`src/sls_pkg.sv`:
```
// Constants, register map and carrier types of the learning and storm policing stage
// Assumes one 25 MHz clock and a synchronous plain register port
package sls_pkg;
  // ----------------------------------------
  // Sizes
  // ----------------------------------------
  localparam int NPORT = 5;
  localparam int NPOL = 4;
  localparam logic [2:0] CPU_PORT = 3'h4;
  // ----------------------------------------
  // Register map, byte addresses
  // ----------------------------------------
  localparam logic [7:0] A_PORT_CFG = 8'h00;
  localparam logic [7:0] A_GLOBAL = 8'h20;
  localparam logic [7:0] A_STORM_CFG = 8'h30;
  localparam logic [7:0] A_STORM_BURST = 8'h40;
  localparam logic [7:0] A_TOKENS = 8'h50;
  localparam logic [7:0] A_LEARN_CNT = 8'h54;
  localparam logic [7:0] A_DROP_CNT = 8'h58;
  // Port config fields
  localparam int F_ON = 0;
  localparam int F_AUTO = 1;
  localparam int F_COPY = 2;
  localparam int F_DISC = 3;
  localparam int F_LIM_COPY = 4;
  localparam int F_LIM_DISC = 5;
  localparam int F_LCK_COPY = 6;
  localparam int F_LCK_DISC = 7;
  localparam logic [7:0] PORT_CFG_RST = 8'h03;
  // Global fields
  localparam int F_IGNORE = 0;
  localparam int F_LRN_Q = 4;
  localparam int F_LCK_Q = 8;
  localparam int F_ADR_Q = 12;
  localparam logic [15:0] GLOBAL_RST = 16'h0000;
  // Storm config fields
  localparam int F_RATE = 0;
  localparam int F_UNIT = 4;
  localparam int F_MODE = 5;
  localparam int F_EN = 7;
  localparam logic [7:0] STORM_CFG_RST = 8'h00;
  localparam logic [31:0] STORM_BURST_RST = 32'h10101010;
  localparam logic [3:0] MAX_RATE_EXP = 4'ha;
  // ----------------------------------------
  // Timing
  // ----------------------------------------
  localparam int CLK_NS = 40;
  localparam int TICK_NS = 1000;
  localparam int TICK_CYC = TICK_NS / CLK_NS;
  localparam logic [22:0] TICKS_PER_S = 23'd1000000;
  localparam logic [22:0] KILO = 23'd1000;
  // ----------------------------------------
  // Enumerations and carriers
  // ----------------------------------------
  typedef enum logic [1:0] {
    SM_CLR_CPU_QUEUE_SET = 2'b00,
    SM_CLR_DESTINATION_PORT_SET = 2'b01,
    SM_CLR_BOTH = 2'b10,
    SM_CLR_ALL = 2'b11
  } sls_storm_mode_t;
  typedef struct packed {
    logic valid;
    logic [2:0] physical_ingress_port;
    logic [2:0] logical_ingress_port;
    logic [47:0] dmac;
    logic [47:0] smac;
    logic [11:0] vid;
    logic [NPORT-1:0] destination_port_set;
    logic [7:0] cpu_queue_set;
    logic learning_disable_flag;
    logic ingress_policed;
    logic flooded;
    logic port_group_mask_cpu;
  } sls_frame_t;
  typedef struct packed {
    logic hit;
    logic locked;
    logic [2:0] entry_destination_index;
    logic source_kill_flag;
    logic entry_cpu_copy_flag;
    logic limit_exceeded;
  } sls_lookup_t;
  typedef struct packed {
    logic valid;
    logic [47:0] smac;
    logic [11:0] vid;
    logic [2:0] port;
  } sls_learn_t;
  typedef struct packed {
    logic valid;
    logic [NPORT-1:0] destination_port_set;
    logic [7:0] cpu_queue_set;
    logic learn_frame;
    logic storm_dropped;
  } sls_result_t;
endpackage : sls_pkg

```
`src/sls_smac_storm.sv`:
```
// Source address learning decision and four switch-wide storm policers
// Assumes frame and lookup result arrive together, synchronous to ref_clk
//
// Strobed register access and the register addresses were decided locally.
`timescale 1ns/1ps
`default_nettype none
module sls_smac_storm
  import sls_pkg::*;
(
  // Clock and reset
  input wire logic ref_clk,
  input wire logic rst_n,
  // Register port
  input wire logic [7:0] reg_addr,
  input wire logic [31:0] reg_wdata,
  input wire logic reg_wr,
  input wire logic reg_rd,
  output logic [31:0] reg_rdata,
  // Frame from earlier analyzer steps
  input wire sls_frame_t frame_i,
  input wire sls_lookup_t lookup_i,
  // Results
  output sls_result_t result_o,
  output sls_learn_t learn_o
);
  // ----------------------------------------
  // Registers
  // ----------------------------------------
  logic [7:0] port_cfg_q [NPORT];
  logic [15:0] global_q;
  logic [7:0] storm_cfg_q [NPOL];
  logic [31:0] storm_burst_q;
  logic [7:0] tokens_q [NPOL];
  logic [15:0] learn_cnt_q;
  logic [15:0] drop_cnt_q;
  logic [31:0] rdata_q;
  logic [31:0] rdata_d;

  always_ff @(posedge ref_clk) begin
    if (!rst_n) begin
      for (int i = 0; i < NPORT; i++) begin
        port_cfg_q[i] <= PORT_CFG_RST;
      end
      for (int i = 0; i < NPOL; i++) begin
        storm_cfg_q[i] <= STORM_CFG_RST;
      end
      global_q <= GLOBAL_RST;
      storm_burst_q <= STORM_BURST_RST;
    end else if (reg_wr) begin
      for (int i = 0; i < NPORT; i++) begin
        if (reg_addr == A_PORT_CFG + 8'(4 * i)) begin
          port_cfg_q[i] <= reg_wdata[7:0];
        end
      end
      for (int i = 0; i < NPOL; i++) begin
        if (reg_addr == A_STORM_CFG + 8'(4 * i)) begin
          storm_cfg_q[i] <= reg_wdata[7:0];
        end
      end
      if (reg_addr == A_GLOBAL) begin
        global_q <= reg_wdata[15:0];
      end
      if (reg_addr == A_STORM_BURST) begin
        storm_burst_q <= reg_wdata;
      end
    end
  end

  always_comb begin
    rdata_d = 32'h0;
    for (int i = 0; i < NPORT; i++) begin
      if (reg_addr == A_PORT_CFG + 8'(4 * i)) begin
        rdata_d = {24'h0, port_cfg_q[i]};
      end
    end
    for (int i = 0; i < NPOL; i++) begin
      if (reg_addr == A_STORM_CFG + 8'(4 * i)) begin
        rdata_d = {24'h0, storm_cfg_q[i]};
      end
    end
    case (reg_addr)
      A_GLOBAL: rdata_d = {16'h0, global_q};
      A_STORM_BURST: rdata_d = storm_burst_q;
      A_TOKENS: rdata_d = {tokens_q[3], tokens_q[2], tokens_q[1], tokens_q[0]};
      A_LEARN_CNT: rdata_d = {16'h0, learn_cnt_q};
      A_DROP_CNT: rdata_d = {16'h0, drop_cnt_q};
      default: ;
    endcase
  end

  always_ff @(posedge ref_clk) begin
    if (!rst_n) begin
      rdata_q <= 32'h0;
    end else begin
      rdata_q <= reg_rd ? rdata_d : 32'h0;
    end
  end
  assign reg_rdata = rdata_q;

  // ----------------------------------------
  // Learn classification
  // ----------------------------------------
  logic [7:0] pcfg;
  logic learn_ok;
  logic move_cond;
  logic normal_lrn;
  logic limit_lrn;
  logic locked_lrn;
  logic use_flags;
  logic to_cpu_lrn;
  logic [NPORT-1:0] dest1;
  logic [7:0] cpuq1;

  always_comb begin
    pcfg = 8'h0;
    for (int i = 0; i < NPORT; i++) begin
      if (frame_i.physical_ingress_port == 3'(i)) begin
        pcfg = port_cfg_q[i];
      end
    end
  end

  always_comb begin
    learn_ok = frame_i.valid && pcfg[F_ON]
      && !frame_i.learning_disable_flag
      && !frame_i.ingress_policed;
    move_cond = !lookup_i.hit || (!lookup_i.locked
      && lookup_i.entry_destination_index != frame_i.logical_ingress_port);
    normal_lrn = learn_ok && move_cond && !lookup_i.limit_exceeded;
    limit_lrn = learn_ok && move_cond && lookup_i.limit_exceeded;
    locked_lrn = learn_ok && lookup_i.hit && lookup_i.locked
      && lookup_i.entry_destination_index != frame_i.logical_ingress_port;
    use_flags = frame_i.valid && lookup_i.hit && !global_q[F_IGNORE];
    dest1 = frame_i.destination_port_set;
    cpuq1 = frame_i.cpu_queue_set;
    to_cpu_lrn = 1'b0;
    if (normal_lrn && pcfg[F_DISC]) begin
      dest1 = '0;
    end
    if (limit_lrn && pcfg[F_LIM_DISC]) begin
      dest1 = '0;
    end
    if (locked_lrn && pcfg[F_LCK_DISC]) begin
      dest1 = '0;
    end
    if ((normal_lrn && pcfg[F_COPY]) || (limit_lrn && pcfg[F_LIM_COPY])) begin
      dest1[CPU_PORT] = 1'b1;
      cpuq1[global_q[F_LRN_Q +: 3]] = 1'b1;
      to_cpu_lrn = 1'b1;
    end
    if (locked_lrn && pcfg[F_LCK_COPY]) begin
      dest1[CPU_PORT] = 1'b1;
      cpuq1[global_q[F_LCK_Q +: 3]] = 1'b1;
      to_cpu_lrn = 1'b1;
    end
    if (use_flags && lookup_i.source_kill_flag) begin
      dest1 = '0;
    end
    if (use_flags && lookup_i.entry_cpu_copy_flag) begin
      cpuq1[global_q[F_ADR_Q +: 3]] = 1'b1;
    end
  end

  // ----------------------------------------
  // Storm policers
  // ----------------------------------------
  logic [4:0] tick_cnt_q;
  logic tick;
  logic [NPOL-1:0] cls;
  logic [NPOL-1:0] active;
  logic [NPOL-1:0] exceeded;
  logic policed;
  logic [22:0] acc_q [NPOL];
  logic [22:0] add [NPOL];
  logic [3:0] rate_exp [NPOL];
  logic [NPOL-1:0] refill;
  logic bcast;

  always_ff @(posedge ref_clk) begin
    if (!rst_n || tick) begin
      tick_cnt_q <= 5'h0;
    end else begin
      tick_cnt_q <= tick_cnt_q + 5'h1;
    end
  end
  assign tick = tick_cnt_q == 5'(TICK_CYC - 1);

  always_comb begin
    bcast = frame_i.dmac == {48{1'b1}};
    cls[0] = frame_i.flooded && bcast;
    cls[1] = frame_i.flooded && frame_i.dmac[40] && !bcast;
    cls[2] = frame_i.flooded && !frame_i.dmac[40];
    cls[3] = to_cpu_lrn;
    for (int i = 0; i < NPOL; i++) begin
      active[i] = frame_i.valid && cls[i] && storm_cfg_q[i][F_EN];
      exceeded[i] = active[i] && tokens_q[i] == 8'h0;
      // Frames per second gained each microsecond: 2^rate times unit
      // Exponents above ten are held at ten to keep the millionths accumulator in range
      rate_exp[i] = storm_cfg_q[i][F_RATE +: 4];
      if (rate_exp[i] > MAX_RATE_EXP) begin
        rate_exp[i] = MAX_RATE_EXP;
      end
      add[i] = 23'(1) << rate_exp[i];
      if (storm_cfg_q[i][F_UNIT]) begin
        add[i] = 23'(add[i] * KILO);
      end
      refill[i] = acc_q[i] >= TICKS_PER_S;
    end
    policed = |exceeded;
  end

  always_ff @(posedge ref_clk) begin
    if (!rst_n) begin
      for (int i = 0; i < NPOL; i++) begin
        acc_q[i] <= 23'h0;
        tokens_q[i] <= 8'h0;
      end
    end else begin
      for (int i = 0; i < NPOL; i++) begin
        // Fraction of a frame carried in millionths
        acc_q[i] <= acc_q[i] - (refill[i] ? TICKS_PER_S : 23'h0)
          + (tick ? add[i] : 23'h0);
        if (active[i] && !policed && tokens_q[i] != 8'h0) begin
          tokens_q[i] <= tokens_q[i] - 8'h1;
        end else if (refill[i] && tokens_q[i] < storm_burst_q[8 * i +: 8]) begin
          tokens_q[i] <= tokens_q[i] + 8'h1;
        end else if (tokens_q[i] > storm_burst_q[8 * i +: 8]) begin
          tokens_q[i] <= storm_burst_q[8 * i +: 8];
        end
      end
    end
  end

  // ----------------------------------------
  // Storm action and outputs
  // ----------------------------------------
  sls_storm_mode_t mode;
  logic [NPORT-1:0] dest2;
  logic [7:0] cpuq2;

  always_comb begin
    mode = SM_CLR_CPU_QUEUE_SET;
    for (int i = 0; i < NPOL; i++) begin
      if (exceeded[i] && storm_cfg_q[i][F_MODE +: 2] > mode) begin
        mode = sls_storm_mode_t'(storm_cfg_q[i][F_MODE +: 2]);
      end
    end
    dest2 = dest1;
    cpuq2 = cpuq1;
    if (policed) begin
      if (mode != SM_CLR_DESTINATION_PORT_SET) begin
        cpuq2 = '0;
      end
      if (mode != SM_CLR_CPU_QUEUE_SET) begin
        dest2 = '0;
      end
      if (frame_i.port_group_mask_cpu) begin
        dest2[CPU_PORT] = dest1[CPU_PORT];
        cpuq2 = cpuq1;
      end
    end
  end

  always_ff @(posedge ref_clk) begin
    if (!rst_n) begin
      result_o <= '0;
      learn_o <= '0;
    end else begin
      result_o.valid <= frame_i.valid;
      result_o.destination_port_set <= dest2;
      result_o.cpu_queue_set <= cpuq2;
      result_o.learn_frame <= normal_lrn || limit_lrn || locked_lrn;
      result_o.storm_dropped <= policed;
      learn_o.valid <= normal_lrn && pcfg[F_AUTO];
      learn_o.smac <= frame_i.smac;
      learn_o.vid <= frame_i.vid;
      learn_o.port <= frame_i.logical_ingress_port;
    end
  end

  always_ff @(posedge ref_clk) begin
    if (!rst_n) begin
      learn_cnt_q <= 16'h0;
      drop_cnt_q <= 16'h0;
    end else begin
      if (normal_lrn && pcfg[F_AUTO]) begin
        learn_cnt_q <= learn_cnt_q + 16'h1;
      end
      if (policed) begin
        drop_cnt_q <= drop_cnt_q + 16'h1;
      end
    end
  end
endmodule : sls_smac_storm
`default_nettype wire

```
`config.mk`:
```
export PLATFORM = sky130hd
export DESIGN_NAME = sls_smac_storm
export DESIGN_NICKNAME = d
export VERILOG_FILES = /design/src/sls_pkg.sv /design/src/sls_smac_storm.sv
export SDC_FILE = /design/constraint.sdc
export NUM_CORES = 1
export LEC_CHECK = 0
export ABC_AREA = 1
export BUFFER_PORTS_ARGS = -buffer_cell sky130_fd_sc_hd__buf_2
export CORE_MARGIN = 8
export CORE_UTILIZATION = 38
export CTS_CLUSTER_DIAMETER = 200
export DETAILED_ROUTE_END_ITERATION = 8
export GPL_TIMING_DRIVEN = 1
export SKIP_CTS_REPAIR_TIMING = 1
export SYNTH_ARGS = -nofsm -noshare
export SYNTH_HDL_FRONTEND = slang
export SYNTH_SLANG_ARGS = --single-unit
```
`constraint.sdc`:
```
create_clock -name ref_clk -period 7.3 [get_ports ref_clk]
set_input_delay 0.73 -clock ref_clk [delete_from_list [all_inputs] [get_ports ref_clk]]
set_output_delay 0.73 -clock ref_clk [all_outputs]
set_load 0.01 [all_outputs]
```
==> out/results.txt, run 1 <==
status = completed
wire per inst = 15.9 um
# port buffers = 295
most frequent cell after synthesis = inv_1
initial antenna violation count = 5
Slowest cell on crit path = fa_1
Root Buffer = clkbuf_16
Die Footprint = 97200 um2
Slew Limit Headroom = 0.248
setup violators final = 0
PD cells = 297 nW/um2
top post-synthesis cells by area = dfxtp_1 (17%), ha_1 (14%), fa_1 (13%)
Num CTS Buffers = 50
Setup TNS = 0 ns
Synth async-reset ratio = 0
I/O pin count = 296
area leader, netlist = dfxtp_1
post-synthesis cell type count = 63
Tot GR Track Use = 0.191
CP max FO = 6
Period minus WS final = 6.81 ns
fin util = 0.444
Post-synth EDFFs = 104
max_cap viols = 0
share of layout cells above drive strength 1 = 0.109
clock latency on the worst-skew pair = 0.63 ns
Final GP Congestion = 0.918
Synth Flop Type = dfxtp_1
die height = 312 um
CP Data Arrival Time = 7.36 ns
worst min-delay path class = in2reg
worst-margin pin slew = 1.12 ns
Syn. warnings = 0
final clock skew = 0.0436 ns
Critical Path RT = 7.85 ns
Worst setup SP type = flip-flop
fmax = 147 MHz
Most common cell on crit path = inv_1
fill count = 8931
row cnt = 108
TritonCTS clock tree = yes
Setup Crit Path Kind = reg2reg
Final Max Tran Viols = 0
Post-synth top cells = inv_1 (977), nand2_1 (652), a21oi_1 (413), ha_1 (360), nor2_1 (319)
vias post-DR = 29400
clk slew on worst S/H paths = 0.06 ns
Tcrit/Tclk final = 0.933
Hold Fails Final Rpt = 0
Final HPWL DP = 76.9 mm
Total Routed Length = 95.3 mm
Clock Path Buffers = 3
Initial DRC Count = 2004
first-pass iteration count of the detailed router = 6
Max stage delay on crit path = 0.53 ns
largest net degree at the start of global routing = 79
Syn Inst Count = 4335
clk sinks = 393
Remaining DRCs = 0
CP Capture Type = flip-flop
Layout Nets = 5536
Mapped Avg Cell Area = 7.67 um2
Worst VDD drop = 0.199 mV
vias in the first global route = 28700
synthesized area = 33200 um2
first-pass GRT wire length = 152 mm
Seq/Total Area, Yosys = 0.268
total gr overflow = 0
#FFs+latches synth = 393
Core Footprint = 86800 um2
Starting Density = 0.383
top cell type's share of synthesized area = 0.174
H-Tree Depth = 2
post-route ant nets = 0
Die Width = 312 um
Area growth syn-to-layout = 15.9%
Vias/cell = 4.92
leak pwr = 19.5 nW
[critical path: cells and delay by family (launching register included)]
| family | cells | cell delay [ns] |
|---|---|---|
| flip-flops | 1 | 0.48 |
| AO/OA/AOI/OAI | 3 | 0.37 |
| XOR/XNOR | 1 | 0.17 |
| buffers and inverters | 9 | 0.74 |
| AND/OR/NAND/NOR | 14 | 1.72 |
| adder cells (fa/ha/maj) | 7 | 3.27 |
[where the power goes]
| part | leakage [nW] | internal [W] | switching (W) |
|---|---|---|---|
| combinational | 15.2 | 0.00226 | 0.00379 |
| sequential | 3.41 | 0.00260 | 0.000230 |
| clock | 0.834 | 0.00147 | 0.00108 |
[area by class of cell]
type                       count  area, um2  share of cell area
antenna                        3       7.51            0.000195
clock buffer                  61       1420              0.0368
clock inverter                32        305             0.00792
inverter                     991       3720              0.0966
multi-input combinational   3005      21000               0.544
sequential                   393       8910               0.231
tap                         1155       1450              0.0375
timing repair buffer         333       1770              0.0458
[cell usage in the layout, fill, tap and decap left out, types with 37 or more instances in the layout]
master,n
inv_1,968
nand2_1,651
a21oi_1,408
ha_1,358
nor2_1,312
buf_2,294
dfxtp_1,289
o21ai_0,269
fa_1,218
nand3_1,141
conb_1,119
edfxtp_1,104
nand4_1,56
nor3_1,56
clkbuf_16,54
xor2_1,45
buf_4,37
[metal layers]
layer | vias to the layer above | routed length (um) | GRT usage
met5 | - | 11 | 0
met4 | 2 | 2360 | 0.0493
met3 | 127 | 7030 | 0.0377
met2 | 874 | 42400 | 0.308
met1 | 13600 | 43500 | 0.260
li1 | 14800 | - | -
[metrics by stage]
stage | std cells | hold WS, ns | total power [W] | setup slack, ns | cell area [um2]
detailed placement | 5870 | 0.450 | 0.00877 | 0.214 | 36600
floorplan | 4452 | 0.430 | 0.00740 | 0.798 | 33700
finish | 5973 | 0.278 | 0.0114 | 0.488 | 38500
global route | 5971 | 0.262 | 0.0126 | -0.00249 | 38500
CTS | 5963 | 0.239 | 0.0114 | 0.190 | 38300
global placement | 5870 | 0.443 | 0.00870 | 0.353 | 36600
[sequential cells by signal (all words and copies together) (netlist names), 32 cells and up]
name,cells
storm_cfg_q,32
reg_rdata,32
storm_burst_q,32
acc_q,92
port_cfg_q,40
tokens_q,32
learn_o,64
[cells by family after synthesis]
kind of cell    synth area share
other cells             0.000226
flops                      0.268
xor+xnor                  0.0187
compound gates             0.150
buf+inv                    0.120
simple gates               0.177
fa+ha+maj                  0.267
[final timing paths]
path / start / to / slack, ns / cells after the start
setup reg to reg: storm_cfg_q[3][3] / acc_q[3][22] / 0.49 / 34
hold / removal: frame_i[64] / learn_o[50] / 0.28 / 3
hold reg to reg: tick_cnt_q[0] / tick_cnt_q[0] / 0.46 / 1
setup / recovery: storm_cfg_q[3][3] / acc_q[3][22] / 0.49 / 34
No activity file was read; power rests on OpenSTA's default activity.
==> run 2, diff against run 1 <==
- CORE_UTILIZATION: 38 -> 40
==> run 2 against run 1 <==
Core utilization rose by 2.5 points. Global-route usage up 1.0 points. First-iteration DRC count shrank 12%. Flip-flop and latch count unchanged. Die area decreased by 4.7%. Non-clock buffer count increased by 6. Critical path depth down 3. Cell area rose by 0.15%. Combinational power about the same.
==> out/results.txt, run 2 (synthesis gave the netlist of run 1 again) <==
row cnt = 105 (-2.8%)
Slowest cell on crit path = fa_1
final clock skew = 0.0347 ns (-0.00883 ns)
Vias/cell = 4.97 (+1.0%)
setup violators final = 0 (unchanged)
fin area = 38600 um2 (+0.15%)
Final HPWL DP = 76.6 mm (-0.40%)
I/O pin count = 296 (unchanged)
Tot GR Track Use = 0.201 (+0.0102)
Slew Limit Headroom = 0.206 (-0.0428)
final setup margin = 0.502 ns (+0.0134 ns)
Hold Fails Final Rpt = 0 (unchanged)
Total Routed Length = 94.7 mm (-0.61%)
fmax = 147 MHz (+0.20%)
Initial DRC Count = 1757 (-12%)
dpl ws = 0.149 ns (-0.0654 ns)
Crit path max-delay family = adder cells
worst min-delay path class = in2reg
Crit path depth = 31 (-8.8%)
Core Footprint = 82200 um2 (-5.2%)
Final GP Congestion = 0.937 (+2.0%)
Critical Path RT = 7.86 ns (about the same)
DP Cell Count = 5785 (-1.4%)
R2R depth = 31 (-8.8%)
H-Tree Depth = 2 (unchanged)
vias post-DR = 29300 (-0.29%)
max_cap viols = 0 (unchanged)
Worst VDD drop = 0.183 mV (-8.0%)
Area growth syn-to-layout = 16.1%
largest net degree at the start of global routing = 62 (-22%)
Remaining DRCs = 0 (unchanged)
CP max FO = 8 (+2)
Tcrit/Tclk final = 0.931 (-0.00184)
met3 usage = 0.0374 (-0.000252)
Layout Nets = 5542 (+0.11%)
Largest regs = acc_q x92, learn_o x64, port_cfg_q x40
met1 Use GR = 0.261 (+0.00176)
total gr overflow = 0 (unchanged)
wire per inst = 16.1 um (+0.71%)
initial antenna violation count = 7 (+2)
most common cell after layout, fill and taps aside = inv_1
Die Width = 304 um (-2.4%)
status = completed
TritonCTS clock tree = yes
worst-margin pin slew = 1.18 ns (+0.0635 ns)
Finished Layout Cells = 5895 (-1.3%)
post-route ant nets = 0 (unchanged)
vias in the first global route = 29200 (+1.7%)
max FFs per register = 92 (unchanged)
cell area after placement = 36500 um2 (-0.30%)
Root Buffer = clkbuf_16
met2 Use GR = 0.342 (+0.0332)
clock latency on the worst-skew pair = 0.62 ns (about the same)
first-pass iteration count of the detailed router = 6 (unchanged)
FF+latch area = 8910 um2 (unchanged)
Max stage delay on crit path = 0.51 ns (-0.02 ns)
Final Max Tran Viols = 0 (unchanged)
# port buffers = 295 (unchanged)
overall power = 0.0115 W (+0.96%)
CP Data Arrival Time = 7.36 ns (about the same)
fill count = 8238 (-7.8%)
share of layout cells above drive strength 1 = 0.114 (+0.00420)
Num CTS Buffers = 50 (unchanged)
GRT Max-Usage Layer = met2
Die Footprint = 92600 um2 (-4.7%)
Worst setup SP type = flip-flop
Setup Crit Path Kind = reg2reg
Period minus WS final = 6.80 ns (-0.0134 ns)
hold depth = 3 (unchanged)
clk sinks = 393 (unchanged)
Setup TNS = 0 ns (unchanged)
most frequent cells in the layout = inv_1 (966), nand2_1 (651), a21oi_1 (404)
Most common cell on crit path = inv_1
Starting Density = 0.404 (+0.0210)
CP Capture Type = flip-flop
Clock Path Buffers = 3 (unchanged)
leak pwr = 19.5 nW (+0.39%)
area occupied by multi-input gates = 21000 um2 (+0.24%)
Biggest register = acc_q
die height = 304 um (-2.4%)
clk slew on worst S/H paths = 0.07 ns (about the same)
first-pass GRT wire length = 154 mm (+0.95%)
Buf/Inv on CP = 6 (-3)
PD cells = 299 nW/um2 (+0.82%)
run 2: worst paths after layout:
check                         start        endpoint  slack (ns)
setup / recovery  storm_cfg_q[2][1]    acc_q[2][21]        0.50
hold / removal          frame_i[58]     learn_o[44]        0.29
setup reg to reg  storm_cfg_q[2][1]    acc_q[2][21]        0.50
hold reg to reg      drop_cnt_q[11]  drop_cnt_q[11]        0.48
run 2: cell type report:
| cell class | instances | share of cell area |
|---|---|---|
| Multi-Input combinational cell | 3005 | 0.545 |
| Timing Repair Buffer | 339 | 0.0470 |
| Clock buffer | 63 | 0.0365 |
| Antenna cell | 3 | 0.000195 |
| Tap cell | 1070 | 0.0347 |
| Sequential cell | 393 | 0.231 |
| Clock inverter | 31 | 0.00976 |
| Inverter | 991 | 0.0965 |
run 2: where the power goes:
group	internal, W	switching (W)
registers	0.00260	0.000227
logic	0.00227	0.00377
clock network	0.00160	0.00108
total	0.00647	0.00508
run 2: worst reg2reg max path, delay by kind of cell, from the launching register on:
kind / cells / cell delay [ns]
buffers and inverters: 6 / 0.40
flip-flops: 1 / 0.50
AND/OR/NAND/NOR: 9 / 1.34
adder cells (fa/ha/maj): 7 / 2.97
AO/OA/AOI/OAI: 9 / 1.53
run 2: through the flow:
stage           util  hold slack [ns]
6_report       0.469            0.287
5_1_grt        0.469            0.285
4_1_cts        0.465            0.249
3_5_place_dp   0.444            0.462
3_3_place_gp   0.444            0.449
2_1_floorplan      -            0.430
run 2: layer usage:
metal	wire length [um]	vias to the layer above	part of all wire
met5	38	-	0.00040
met3	6200	147	0.065
met1	42200	13500	0.45
met2	43800	815	0.46
li1	-	14800	-
met4	2380	6	0.025
